--- src/rtl/cfg_hdr_pkg.sv ---
`default_nettype none
package cfg_hdr_pkg;
  localparam int NUM_FUNCTIONS = 2;
  // Configuration offsets are byte addresses inside the 256-byte header
  localparam logic [7:0] OFS_PART_IDENTIFIER = 8'h02;
  localparam logic [7:0] OFS_BUS_COMMAND_CONTROL = 8'h04;
  // Command field positions
  localparam int BIT_IO_SPACE_ENABLE = 0;
  localparam int BIT_MEM_SPACE_ENABLE = 1;
  localparam int BIT_INITIATOR_ENABLE = 2;
  localparam int BIT_SPECIAL_CYCLE = 3;
  localparam int BIT_WRITE_INVALIDATE_ENABLE = 4;
  localparam int BIT_PALETTE_SNOOP = 5;
  localparam int BIT_PARITY_RESPONSE_ENABLE = 6;
  localparam int BIT_STEPPING = 7;
  localparam int BIT_SYSTEM_ERROR_DRIVE_ENABLE = 8;
  localparam int BIT_BACK_TO_BACK_ENABLE = 9;
  localparam int LSB_RESERVED_BITS = 10;
  localparam logic [15:0] CMD_RESET = 16'h0000;
  // Only bits 8, 6, 5, 2, 1, 0 hold state; the rest read as zero
  localparam logic [15:0] CMD_WRITABLE_MASK = 16'h0167;
  // Arbitrary neutral part code, not the value of any real product
  localparam logic [15:0] PART_CODE_DEFAULT = 16'h5a3c;
endpackage : cfg_hdr_pkg
`default_nettype wire

--- src/rtl/cmd_if.sv ---
`default_nettype none
interface cmd_if;
  logic wr;
  logic [1:0] be;
  logic [15:0] wdata;
  logic [15:0] value;
  modport bank (output wr, output be, output wdata, input value);
  modport slice (input wr, input be, input wdata, output value);
endinterface : cmd_if
`default_nettype wire

--- src/rtl/cmd_reg_slice.sv ---
`default_nettype none
module cmd_reg_slice
(
  input wire logic clk_sys,
  input wire logic rst_n,
  cmd_if.slice port
);
  // ----------------------------------------
  // One function's command register
  // ----------------------------------------
  logic [15:0] stored;

  always_ff @(posedge clk_sys or negedge rst_n)
  begin
    if (!rst_n)
    begin
      stored <= cfg_hdr_pkg::CMD_RESET;
    end
    else if (port.wr)
    begin
      for (int b = 0; b < 2; b++)
      begin
        if (port.be[b])
        begin
          // Hardwired and reserved bits never take a written value
          stored[8*b +: 8] <= port.wdata[8*b +: 8]
                              & cfg_hdr_pkg::CMD_WRITABLE_MASK[8*b +: 8];
        end
      end
    end
  end

  assign port.value = stored;
endmodule : cmd_reg_slice
`default_nettype wire

--- src/rtl/pci_cfg_devid_command.sv ---
`default_nettype none
module pci_cfg_devid_command
#(
  // Arbitrary neutral part code
  parameter logic [15:0] PART_CODE = cfg_hdr_pkg::PART_CODE_DEFAULT
)
(
  input wire logic clk_sys,
  input wire logic rst_n,
  input wire logic cfg_valid,
  input wire logic cfg_write,
  input wire logic cfg_func,
  input wire logic [7:0] cfg_addr,
  input wire logic [3:0] cfg_byte_en,
  input wire logic [31:0] cfg_wdata,
  output logic cfg_done,
  output logic [31:0] cfg_rdata,
  input wire logic [1:0] io_decode_hit,
  input wire logic [1:0] mem_decode_hit,
  input wire logic [1:0] master_want,
  input wire logic special_cycle_seen,
  input wire logic addr_parity_error,
  input wire logic data_parity_error,
  output logic [1:0] io_claim,
  output logic [1:0] mem_claim,
  output logic [1:0] bus_request,
  output logic [1:0] palette_snoop_enable,
  output logic special_cycle_claim,
  output logic back_to_back_issue,
  output logic write_invalidate_issue,
  output logic serr_o,
  output logic serr_oe,
  output logic perr_o,
  output logic perr_oe
);
  localparam int NF = cfg_hdr_pkg::NUM_FUNCTIONS;
  localparam int CMD_LANE = int'(cfg_hdr_pkg::OFS_BUS_COMMAND_CONTROL[1:0]);
  localparam int PART_LANE = int'(cfg_hdr_pkg::OFS_PART_IDENTIFIER[1:0]);

  // ----------------------------------------
  // Elaboration checks
  // ----------------------------------------
  // Function select is one bit wide and every per-function port is two bits
  if (NF != 2)
  begin : g_bad_functions
    $error("Function select serves exactly two functions");
  end

  // Sixteen-bit registers must sit on a half-dword boundary of the byte lanes
  if (CMD_LANE != 0 && CMD_LANE != 2)
  begin : g_bad_cmd_lane
    $error("Command register must start on byte lane 0 or 2");
  end

  if (PART_LANE != 0 && PART_LANE != 2)
  begin : g_bad_part_lane
    $error("Part identifier must start on byte lane 0 or 2");
  end

  // The read mux picks one register per dword and never merges two
  if (cfg_hdr_pkg::OFS_PART_IDENTIFIER[7:2] == cfg_hdr_pkg::OFS_BUS_COMMAND_CONTROL[7:2])
  begin : g_bad_layout
    $error("Part identifier and command register must lie in different dwords");
  end

  // ----------------------------------------
  // Address decode helpers
  // ----------------------------------------
  function automatic logic same_dword(input logic [7:0] a, input logic [7:0] ofs);
    same_dword = (a[7:2] == ofs[7:2]);
  endfunction

  function automatic logic [31:0] place16(input logic [15:0] v, input logic [7:0] ofs);
    place16 = ofs[1] ? {v, 16'h0000} : {16'h0000, v};
  endfunction

  // One command bit of both functions, gathered as a two-bit vector
  function automatic logic [1:0] cmd_column(input logic [15:0] w0, input logic [15:0] w1,
                                            input int pos);
    cmd_column = {w1[pos], w0[pos]};
  endfunction

  // ----------------------------------------
  // Per-function command registers
  // ----------------------------------------
  cmd_if cmd_bus [NF] ();
  logic [15:0] cmd_value [NF];

  // Writes to the part identifier or to unmapped dwords reach no register
  logic cmd_dword_hit;
  logic part_dword_hit;
  logic cmd_write_hit;

  assign cmd_dword_hit = same_dword(cfg_addr, cfg_hdr_pkg::OFS_BUS_COMMAND_CONTROL);
  assign part_dword_hit = same_dword(cfg_addr, cfg_hdr_pkg::OFS_PART_IDENTIFIER);
  assign cmd_write_hit = cfg_valid && cfg_write && cmd_dword_hit;

  for (genvar f = 0; f < NF; f++)
  begin : g_func
    // Only the addressed function's register sees the strobe
    assign cmd_bus[f].wr = cmd_write_hit && (cfg_func == 1'(f));
    assign cmd_bus[f].be = cfg_byte_en[CMD_LANE +: 2];
    assign cmd_bus[f].wdata = cfg_wdata[8*CMD_LANE +: 16];
    assign cmd_value[f] = cmd_bus[f].value;

    cmd_reg_slice u_slice
    (
      .clk_sys(clk_sys),
      .rst_n(rst_n),
      .port(cmd_bus[f].slice)
    );
  end

  // ----------------------------------------
  // Configuration read path
  // ----------------------------------------
  logic [15:0] sel_cmd;
  logic [31:0] next_rdata;

  always_comb
  begin
    sel_cmd = cmd_value[cfg_func];
    next_rdata = 32'h0000_0000;
    // Vendor and status halves lie outside this block and read zero here
    if (part_dword_hit)
    begin
      next_rdata = place16(PART_CODE, cfg_hdr_pkg::OFS_PART_IDENTIFIER);
    end
    else if (cmd_dword_hit)
    begin
      next_rdata = place16(sel_cmd, cfg_hdr_pkg::OFS_BUS_COMMAND_CONTROL);
    end
  end

  always_ff @(posedge clk_sys or negedge rst_n)
  begin
    if (!rst_n)
    begin
      cfg_rdata <= 32'h0000_0000;
    end
    else if (cfg_valid && !cfg_write)
    begin
      cfg_rdata <= next_rdata;
    end
  end

  always_ff @(posedge clk_sys or negedge rst_n)
  begin
    if (!rst_n)
    begin
      cfg_done <= 1'b0;
    end
    else
    begin
      cfg_done <= cfg_valid;
    end
  end

  // ----------------------------------------
  // Space decode, mastering and snoop gating
  // ----------------------------------------
  logic [1:0] io_en;
  logic [1:0] mem_en;
  logic [1:0] initiator_enable;
  logic [1:0] snoop_bits;
  logic [1:0] sys_err_bits;
  logic [1:0] par_resp_bits;

  assign io_en = cmd_column(cmd_value[0], cmd_value[1],
                            cfg_hdr_pkg::BIT_IO_SPACE_ENABLE);
  assign mem_en = cmd_column(cmd_value[0], cmd_value[1],
                             cfg_hdr_pkg::BIT_MEM_SPACE_ENABLE);
  assign initiator_enable = cmd_column(cmd_value[0], cmd_value[1],
                                       cfg_hdr_pkg::BIT_INITIATOR_ENABLE);
  assign snoop_bits = cmd_column(cmd_value[0], cmd_value[1],
                                 cfg_hdr_pkg::BIT_PALETTE_SNOOP);
  assign sys_err_bits = cmd_column(cmd_value[0], cmd_value[1],
                                   cfg_hdr_pkg::BIT_SYSTEM_ERROR_DRIVE_ENABLE);
  assign par_resp_bits = cmd_column(cmd_value[0], cmd_value[1],
                                    cfg_hdr_pkg::BIT_PARITY_RESPONSE_ENABLE);

  // Registered, so a hit and an enable write in one cycle never race
  always_ff @(posedge clk_sys or negedge rst_n)
  begin
    if (!rst_n)
    begin
      io_claim <= 2'b00;
    end
    else
    begin
      io_claim <= io_decode_hit & io_en;
    end
  end

  always_ff @(posedge clk_sys or negedge rst_n)
  begin
    if (!rst_n)
    begin
      mem_claim <= 2'b00;
    end
    else
    begin
      mem_claim <= mem_decode_hit & mem_en;
    end
  end

  // No request leaves a function whose initiator bit is clear
  always_ff @(posedge clk_sys or negedge rst_n)
  begin
    if (!rst_n)
    begin
      bus_request <= 2'b00;
    end
    else
    begin
      bus_request <= master_want & initiator_enable;
    end
  end

  always_ff @(posedge clk_sys or negedge rst_n)
  begin
    if (!rst_n)
    begin
      palette_snoop_enable <= 2'b00;
    end
    else
    begin
      palette_snoop_enable <= snoop_bits;
    end
  end

  // Unsupported initiator features are never issued
  always_ff @(posedge clk_sys or negedge rst_n)
  begin
    if (!rst_n)
    begin
      special_cycle_claim <= 1'b0;
    end
    else
    begin
      special_cycle_claim <= special_cycle_seen & 1'b0;
    end
  end

  always_ff @(posedge clk_sys or negedge rst_n)
  begin
    if (!rst_n)
    begin
      back_to_back_issue <= 1'b0;
    end
    else
    begin
      back_to_back_issue <= 1'b0;
    end
  end

  always_ff @(posedge clk_sys or negedge rst_n)
  begin
    if (!rst_n)
    begin
      write_invalidate_issue <= 1'b0;
    end
    else
    begin
      write_invalidate_issue <= 1'b0;
    end
  end

  // ----------------------------------------
  // Parity error reporting
  // ----------------------------------------
  logic system_error_drive_enable;
  logic parity_response_enable;

  // Wired-OR across functions, so either function can arm reporting
  assign system_error_drive_enable = |sys_err_bits;
  assign parity_response_enable = |par_resp_bits;

  logic addr_error_report;
  logic data_error_report;

  // Address errors need both enables; data errors need parity response only
  assign addr_error_report = addr_parity_error && system_error_drive_enable
                             && parity_response_enable;
  assign data_error_report = data_parity_error && parity_response_enable;

  // Driver is only ever turned on to pull low, one cycle per error
  always_ff @(posedge clk_sys or negedge rst_n)
  begin
    if (!rst_n)
    begin
      serr_oe <= 1'b0;
    end
    else
    begin
      serr_oe <= addr_error_report;
    end
  end

  always_ff @(posedge clk_sys or negedge rst_n)
  begin
    if (!rst_n)
    begin
      serr_o <= 1'b1;
    end
    else
    begin
      serr_o <= !addr_error_report;
    end
  end

  always_ff @(posedge clk_sys or negedge rst_n)
  begin
    if (!rst_n)
    begin
      perr_oe <= 1'b0;
    end
    else
    begin
      perr_oe <= data_error_report;
    end
  end

  always_ff @(posedge clk_sys or negedge rst_n)
  begin
    if (!rst_n)
    begin
      perr_o <= 1'b1;
    end
    else
    begin
      perr_o <= !data_error_report;
    end
  end
endmodule : pci_cfg_devid_command
`default_nettype wire

--- config.mk ---
export PLATFORM = sky130hd
export DESIGN_NAME = pci_cfg_devid_command
export DESIGN_NICKNAME = d
export VERILOG_FILES = /design/src/rtl/cfg_hdr_pkg.sv /design/src/rtl/cmd_if.sv /design/src/rtl/cmd_reg_slice.sv /design/src/rtl/pci_cfg_devid_command.sv
export SDC_FILE = /design/constraint.sdc
export NUM_CORES = 1
export LEC_CHECK = 0
export BUFFER_PORTS_ARGS = -buffer_cell sky130_fd_sc_hd__buf_2
export CAP_MARGIN = 20
export CORE_UTILIZATION = 49
export DETAILED_ROUTE_END_ITERATION = 16
export PLACE_DENSITY = 0.85
export SLEW_MARGIN = 20
export SYNTH_ARGS = -nofsm -noshare
export SYNTH_HDL_FRONTEND = slang
export SYNTH_HIERARCHICAL = 1
export SYNTH_SLANG_ARGS = --single-unit
--- constraint.sdc ---
create_clock -name clk_sys -period 1.5 [get_ports clk_sys]
set_input_delay 0.075 -clock clk_sys [delete_from_list [all_inputs] [get_ports clk_sys]]
set_output_delay 0.075 -clock clk_sys [all_outputs]
set_load 0.01 [all_outputs]
==> run summary, run 1 <==
• layout cell share with drive strength beyond 1: 41.49%
• Max Cap Viol: 0
• Total Routed Length: 3434 um
• sequential element share of the synthesized area: 51.06%
• die height: 66.89 um
• remaining antenna violation count after routing: 0
• std cell rows: 23
• Syn Std Cell Area: 2063 um2
• number of unique standard cell types used by synthesis: 22
• TritonCTS sink count: 42
• total via count in the routed design: 1,309
• final slew viol count: 0
• Most used DFF post-synth: sky130_fd_sc_hd__dfrtp_1
• Util after Layout: 60.65%
• actual slew at the worst max-slew pin: 0.5162 ns
• Initial Util: 51.21%
• TritonCTS clock tree: built
• fmax: 755.3 MHz
• top post-synthesis cells by count: sky130_fd_sc_hd__dfrtp_1 (40), sky130_fd_sc_hd__buf_4 (38), sky130_fd_sc_hd__nand2_1 (21)
• diode insertion count for antenna repair: 0
• die area: 4474 um2
• antenna violations before repair: 0
• final worst hold slack: -0.006893 ns
• post-route total power: 2.236 mW
• root buffer selected by CTS: sky130_fd_sc_hd__clkbuf_8
• run status: finished, violations left
• Max IR drop VDD: 864.3 uV
• post-route minimum period: 1.324 ns
• number of cells after detailed placement: 275
• Fin Setup TNS: 0 ns
• Reg clk slew, reported paths: 0.08 ns
• Final HPWL DP: 2455 um
• maximum root-to-sink buffer count: 2
• proportion of netlist area held by the largest area contributor: 48.51%
• headroom to the max-slew limit: 65.59%
• number of synthesis warnings: 6
• total overflow reported by the global router: 0
• ports placed on the boundary: 106
• unrepaired setup endpoints after global routing: no
• cell taking the most area after synthesis: sky130_fd_sc_hd__dfrtp_1
• total setup violations reported at the end of the flow: 0
• footprint of the multi-input gates: 780.7 um2
• CP endpoint kind: flip-flop
• Worst Setup Start Kind: input port
• detailed-route DRC error count: 0
• number of fill cells: 346
• length of the first detailed-routing pass in iterations: 4
• post-route insts no fill: 291
• Worst Clk Skew: 0.01054 ns
• mean post-synth cell area: 11.79 um2
• clock insertion delay at the later pin of the skew report: 0.29 ns
• fin crit share: 88.26%
• Post-synth EDFFs: 0
• routed length per placed instance: 11.80 um
• vias in the first global route: 1,145
• number of buffers added by the clock tree synthesis step: 5
• Post CTS Setup Buffer Count: 0
• number of instances in the synthesized netlist: 175
• area growth from synthesis to layout: 18.44%
• data arrival at the endpoint of the critical path: 1.49 ns
• path type of the worst setup path: in -> reg
• fraction of registers with async set or reset after synthesis: 100.0%
• final hold violations: 1
• violations in the final reports: negative hold slack
• maximum level of the CTS H-tree: 2
• cell with the most instances after synthesis: sky130_fd_sc_hd__dfrtp_1
• Worst Path Required: 1.67 ns
• sequential cell area: 1054 um2
• leakage power of the design: 1.372 nW
• number of nets in the finished design: 298
• First DRT Iteration DRCs: 56
• power density of the placed cells: 915.1 nW/um2
• min-delay worst type: in -> reg
• Final Wtd Congestion: 0.6802
• IO Port Bufs: 63
• largest net degree at the start of global routing: 43
• slack of the worst reg-to-reg path: 0.65 ns
• Core Footprint: 4029 um2
• Synth Register Bits: 42
• largest fanout on the critical path: 5
• overall global routing resource usage: 16.79%
• vias per cell: 4.498
• first-pass GRT wire length: 5471 um
• width of the die: 66.89 um
• top cells by area, synth: sky130_fd_sc_hd__dfrtp_1 (49%), sky130_fd_sc_hd__buf_4 (14%), sky130_fd_sc_hd__mux2i_1 (7.8%), sky130_fd_sc_hd__mux2_2 (6.5%), sky130_fd_sc_hd__o31ai_2 (4.9%)
[flip-flops by register name, summed over array words and instances, names as in the netlist]
register / flops
bus_request: 2
cfg_done: 1
cfg_rdata: 17
g_func.u_slice/port.value: 12
io_claim: 2
mem_claim: 2
palette_snoop_enable: 2
perr_o: 1
perr_oe: 1
serr_o: 1
serr_oe: 1
[cells in the final DEF, fill, tap and decap left out, types with 3 or more instances in the layout]
cell / instances
sky130_fd_sc_hd__buf_2: 63
sky130_fd_sc_hd__dfrtp_1: 40
sky130_fd_sc_hd__conb_1: 31
sky130_fd_sc_hd__nand2_1: 21
sky130_fd_sc_hd__mux2i_1: 16
sky130_fd_sc_hd__mux2_2: 12
sky130_fd_sc_hd__o31ai_2: 8
sky130_fd_sc_hd__o31ai_1: 8
sky130_fd_sc_hd__dlygate4sd3_1: 8
sky130_fd_sc_hd__and2_1: 6
sky130_fd_sc_hd__clkbuf_8: 5
sky130_fd_sc_hd__buf_4: 4
sky130_fd_sc_hd__inv_1: 3
[power breakdown]
group	internal (mW)	leakage, nW	switching [mW]	total (mW)
Combinational	0.0827	0.744	0.115	0.198
Clock	0.497	0.0514	0.381	0.878
Sequential	1.15	0.576	0.0101	1.16
Total	1.73	1.37	0.506	2.24
[worst max-delay path: stages]
cell	delay [ns]
sky130_fd_sc_hd__dlygate4sd3_1	0.52
sky130_fd_sc_hd__buf_2	0.12
sky130_fd_sc_hd__nand2_1	0.06
sky130_fd_sc_hd__nor3_1	0.24
sky130_fd_sc_hd__nand2_2	0.17
sky130_fd_sc_hd__mux2_2	0.31
[per-stage QoR]
step                cell area, um2  setup slack, ns
floorplan                     2168          0.01519
global placement              2253         -0.02606
detailed placement            2253         -0.07306
CTS                           2444           0.1852
global route                  2444          0.06737
finish                        2444           0.1761
[metal layers]
metal	routed length [um]	track usage, %	share of wire, %
met1	1497	21.26	44
met2	1664	27.40	48
met3	232	5.137	6.8
met4	40	4.787	1.2
met5	0	0	0
[layout make-up]
type                       count  area share (%)
clock buffer                   6           2.970
multi-input combinational    113           31.95
timing repair buffer          75           17.41
tap                           50           2.560
sequential                    42           43.11
inverter                       3          0.4608
clock inverter                 2           1.536
[cell families (layout without fill, tap and decap cells)]
kind of cell	after synthesis	in the layout	share of synthesized area, %
AO/OA/AOI/OAI	19	19	8.672
buffers and inverters	48	86	16.19
flip-flops	42	42	51.06
multiplexers	28	28	14.31
other	3	31	0.5457
AND/OR/NAND/NOR	35	35	9.218
[worst paths after layout]
check / from / endpoint / cells after the start
hold reg to reg: g_func[1].u_slice/port.value[5] / palette_snoop_enable[1] / 0
setup reg to reg: g_func[1].u_slice/port.value[6] / perr_oe / 2
min in group asynchronous: rst_n / bus_request[0] / 3
max in group asynchronous: rst_n / perr_o / 3
hold / removal: addr_parity_error / serr_o / 2
setup / recovery: cfg_valid / g_func[1].u_slice/port.value[0] / 6
[timing repair]
| action | CTS | global route |
|---|---|---|
| resized for setup | 0 | 0 |
| hold endpoints to repair | 47 | 0 |
| hold buffers | 8 | 0 |
(Power assumes the default switching activity.)
==> run 2, diff against run 1 <==
--- a/config.mk
+++ b/config.mk
@@ -10,6 +10,8 @@
 export CORE_UTILIZATION = 49
 export DETAILED_ROUTE_END_ITERATION = 16
 export PLACE_DENSITY = 0.85
+export RECOVER_POWER = 25
+export SKIP_LAST_GASP = 1
 export SLEW_MARGIN = 20
 export SYNTH_ARGS = -nofsm -noshare
 export SYNTH_HDL_FRONTEND = slang
==> constraint.sdc (replaced) <==
create_clock -name clk_sys -period 1.5 [get_ports clk_sys]
set_input_delay 0.075 -clock clk_sys [delete_from_list [all_inputs] [get_ports clk_sys]]
set_output_delay 0.075 -clock clk_sys [all_outputs]
set_load 0.02 [all_outputs]
==> run summary, run 2 (same netlist as run 1, synthesis figures left out) <==
• ports placed on the boundary: 106, unchanged
• layout cell share with drive strength beyond 1: 41.49%, unchanged
• instance count along the most critical hold path: 2, unchanged
• routed length on met2: 1663 um, about the same
• power density of the placed cells: 924.6 nW/um2, +1.0%
• headroom to the max-slew limit: 32.39%, -33 points
• violations in the final reports: negative hold slack
• Initial Util: 51.21%, unchanged
• Post-Route M1 WL: 1497 um, unchanged
• startpoint of the worst register-to-register path: g_func[1].u_slice/port.value[6]
• antenna violations before repair: 0, unchanged
• area growth from synthesis to layout: 18.31%
• number of nets in the finished design: 298, unchanged
• largest net degree at the start of global routing: 43, unchanged
• smallest setup slack after layout: 0.1761 ns, unchanged
• Worst Setup Start Kind: input port
• worst r2r path cells: 2, unchanged
• CP endpoint kind: flip-flop
• maximum root-to-sink buffer count: 2, unchanged
• remaining antenna violation count after routing: 0, unchanged
• data arrival at the endpoint of the critical path: 1.49 ns, about the same
• first-pass GRT wire length: 5471 um, unchanged
• Worst Clk Skew: 0.01054 ns, unchanged
• leakage power of the design: 1.369 nW, -0.20%
• diode insertion count for antenna repair: 0, unchanged
• final hold violations: 1, unchanged
• hold wc startpoint: addr_parity_error
• vias per cell: 4.498, unchanged
• routed length per placed instance: 11.80 um, unchanged
• metal3 WL: 232 um, unchanged
• slack of the worst reg-to-reg path: 0.65 ns, about the same
• length of the first detailed-routing pass in iterations: 4, unchanged
• Final HPWL DP: 2455 um, unchanged
• number of cells after detailed placement: 275, unchanged
• maximum level of the CTS H-tree: 2, unchanged
• path type of the worst setup path: in -> reg
• TritonCTS sink count: 42, unchanged
• die area: 4474 um2, unchanged
• number of flip-flops under the largest register name: 17, unchanged
• Top Metal Used: met4
• unrepaired setup endpoints after global routing: no
• terminus of the critical flop-to-flop path: perr_oe
• actual slew at the worst max-slew pin: 1.014 ns, +0.4980 ns
• std cell rows: 23, unchanged
• detailed-route DRC error count: 0, unchanged
• number of buffers added by the clock tree synthesis step: 5, unchanged
• Final Wtd Congestion: 0.6802, unchanged
• largest incremental delay on the critical path: 0.52 ns, about the same
• Biggest register: cfg_rdata
• width of the die: 66.89 um, unchanged
• IO Port Bufs: 63, unchanged
• largest fanout on the critical path: 5, unchanged
• Core Footprint: 4029 um2, unchanged
• most frequent standard cell in the layout excluding fill and tap cells: sky130_fd_sc_hd__buf_2
• final slew viol count: 0, unchanged
• Worst Path Required: 1.67 ns, about the same
• Max Cap Viol: 0, unchanged
• post-route minimum period: 1.324 ns, unchanged
• clock insertion delay at the later pin of the skew report: 0.29 ns, about the same
• vias in the first global route: 1,145, unchanged
• run status: finished, violations left
• final worst hold slack: -0.006893 ns, unchanged
• WHS Endpoint: serr_o
• total setup violations reported at the end of the flow: 0, unchanged
• Total Routed Length: 3434 um, unchanged
• chain of cells forming the critical path: dlygate4sd3_1 -> buf_2 -> nand2_1 -> nor3_1 -> nand2_2 -> mux2_2
• min-delay worst type: in -> reg
• First DRT Iteration DRCs: 56, unchanged
• total overflow reported by the global router: 0, unchanged
• overall global routing resource usage: 16.79%, unchanged
• Reg clk slew, reported paths: 0.08 ns, about the same
• total via count in the routed design: 1,309, unchanged
• worst slack at placement: -0.07306 ns, unchanged
• commonest non-fill, non-tap cells in the layout: sky130_fd_sc_hd__buf_2 (63), sky130_fd_sc_hd__dfrtp_1 (40), sky130_fd_sc_hd__conb_1 (31)
• die height: 66.89 um, unchanged
• fmax: 755.3 MHz, unchanged
• TritonCTS clock tree: built
• library cell contributing the largest single delay on the critical path: sky130_fd_sc_hd__dlygate4sd3_1
• root buffer selected by CTS: sky130_fd_sc_hd__clkbuf_8
• fin crit share: 88.26%, unchanged
• post-route insts no fill: 291, unchanged
• Max IR drop VDD: 864.4 uV, about the same
[run 2: cell types whose count changed in the layout (fill, tap and decap cells not counted)]
cell,delta
sky130_fd_sc_hd__and2_0,+2
sky130_fd_sc_hd__and2_1,-2
sky130_fd_sc_hd__buf_4,-1
sky130_fd_sc_hd__clkbuf_2,+1
[run 2: power by group]
| group | leakage (nW) | internal [mW] | total (mW) | switching (mW) |
|---|---|---|---|---|
| clock | 0.0514 | 0.497 | 0.878 | 0.381 |
| sequential | 0.576 | 1.15 | 1.16 | 0.0101 |
| combinational | 0.742 | 0.0819 | 0.219 | 0.137 |
[run 2: what timing repair did]
| action | 4_1_cts | 5_1_grt |
|---|---|---|
| endpoints found under the hold margin | 47 | 0 |
| setup buffers | 0 | 0 |
| resized for setup | 0 | 0 |
| endpoints found under the setup margin | 0 | 0 |
| hold buffers | 8 | 0 |
[run 2: layout make-up]
cell class / count / area, um2
fill: 345 / 1588
sequential: 42 / 1054
multi-input combinational: 113 / 780.7
timing repair buffer: 75 / 422.9
clock buffer: 6 / 72.57
tap: 50 / 62.56
clock inverter: 2 / 37.54
inverter: 3 / 11.26
[run 2: routing by layer]
metal  global-route usage (%)  up-vias
met3                    5.137        5
met1                    21.26      605
li1                         -      646
met5                        0        -
met4                    4.787        0
met2                    27.40       53
[run 2: how the worst max path moves through the flow]
stage	startpoint	endpoint	depth (start not counted)
2_1_floorplan	cfg_addr[5]	g_func[0].u_slice/port.value[0]	6
3_3_place_gp	cfg_addr[5]	g_func[0].u_slice/port.value[2]	6
3_5_place_dp	cfg_addr[5]	g_func[1].u_slice/port.value[0]	6
4_1_cts	cfg_valid	g_func[1].u_slice/port.value[0]	6
5_1_grt	cfg_valid	g_func[1].u_slice/port.value[0]	6
6_report	cfg_valid	g_func[1].u_slice/port.value[0]	6
[run 2: critical path, delay by kind of cell]
family	cells	cell delay [ns]
buffers and inverters	2	0.64
muxes	1	0.31
and+or+nand+nor	3	0.47
[run 2: stage by stage]
step           total power, mW  instance area (um2)  utilization (%)  hold slack [ns]  TNS [ns]
2_1_floorplan            1.362                 2168                -          -0.2206         0
3_3_place_gp             1.382                 2253            55.93           0.1610   -0.2314
3_5_place_dp             1.387                 2253            55.93           0.1750   -0.4651
4_1_cts                  2.280                 2444            60.65        0.0001411         0
5_1_grt                  2.345                 2441            60.59          0.02204         0
6_report                 2.257                 2441            60.59        -0.006893         0
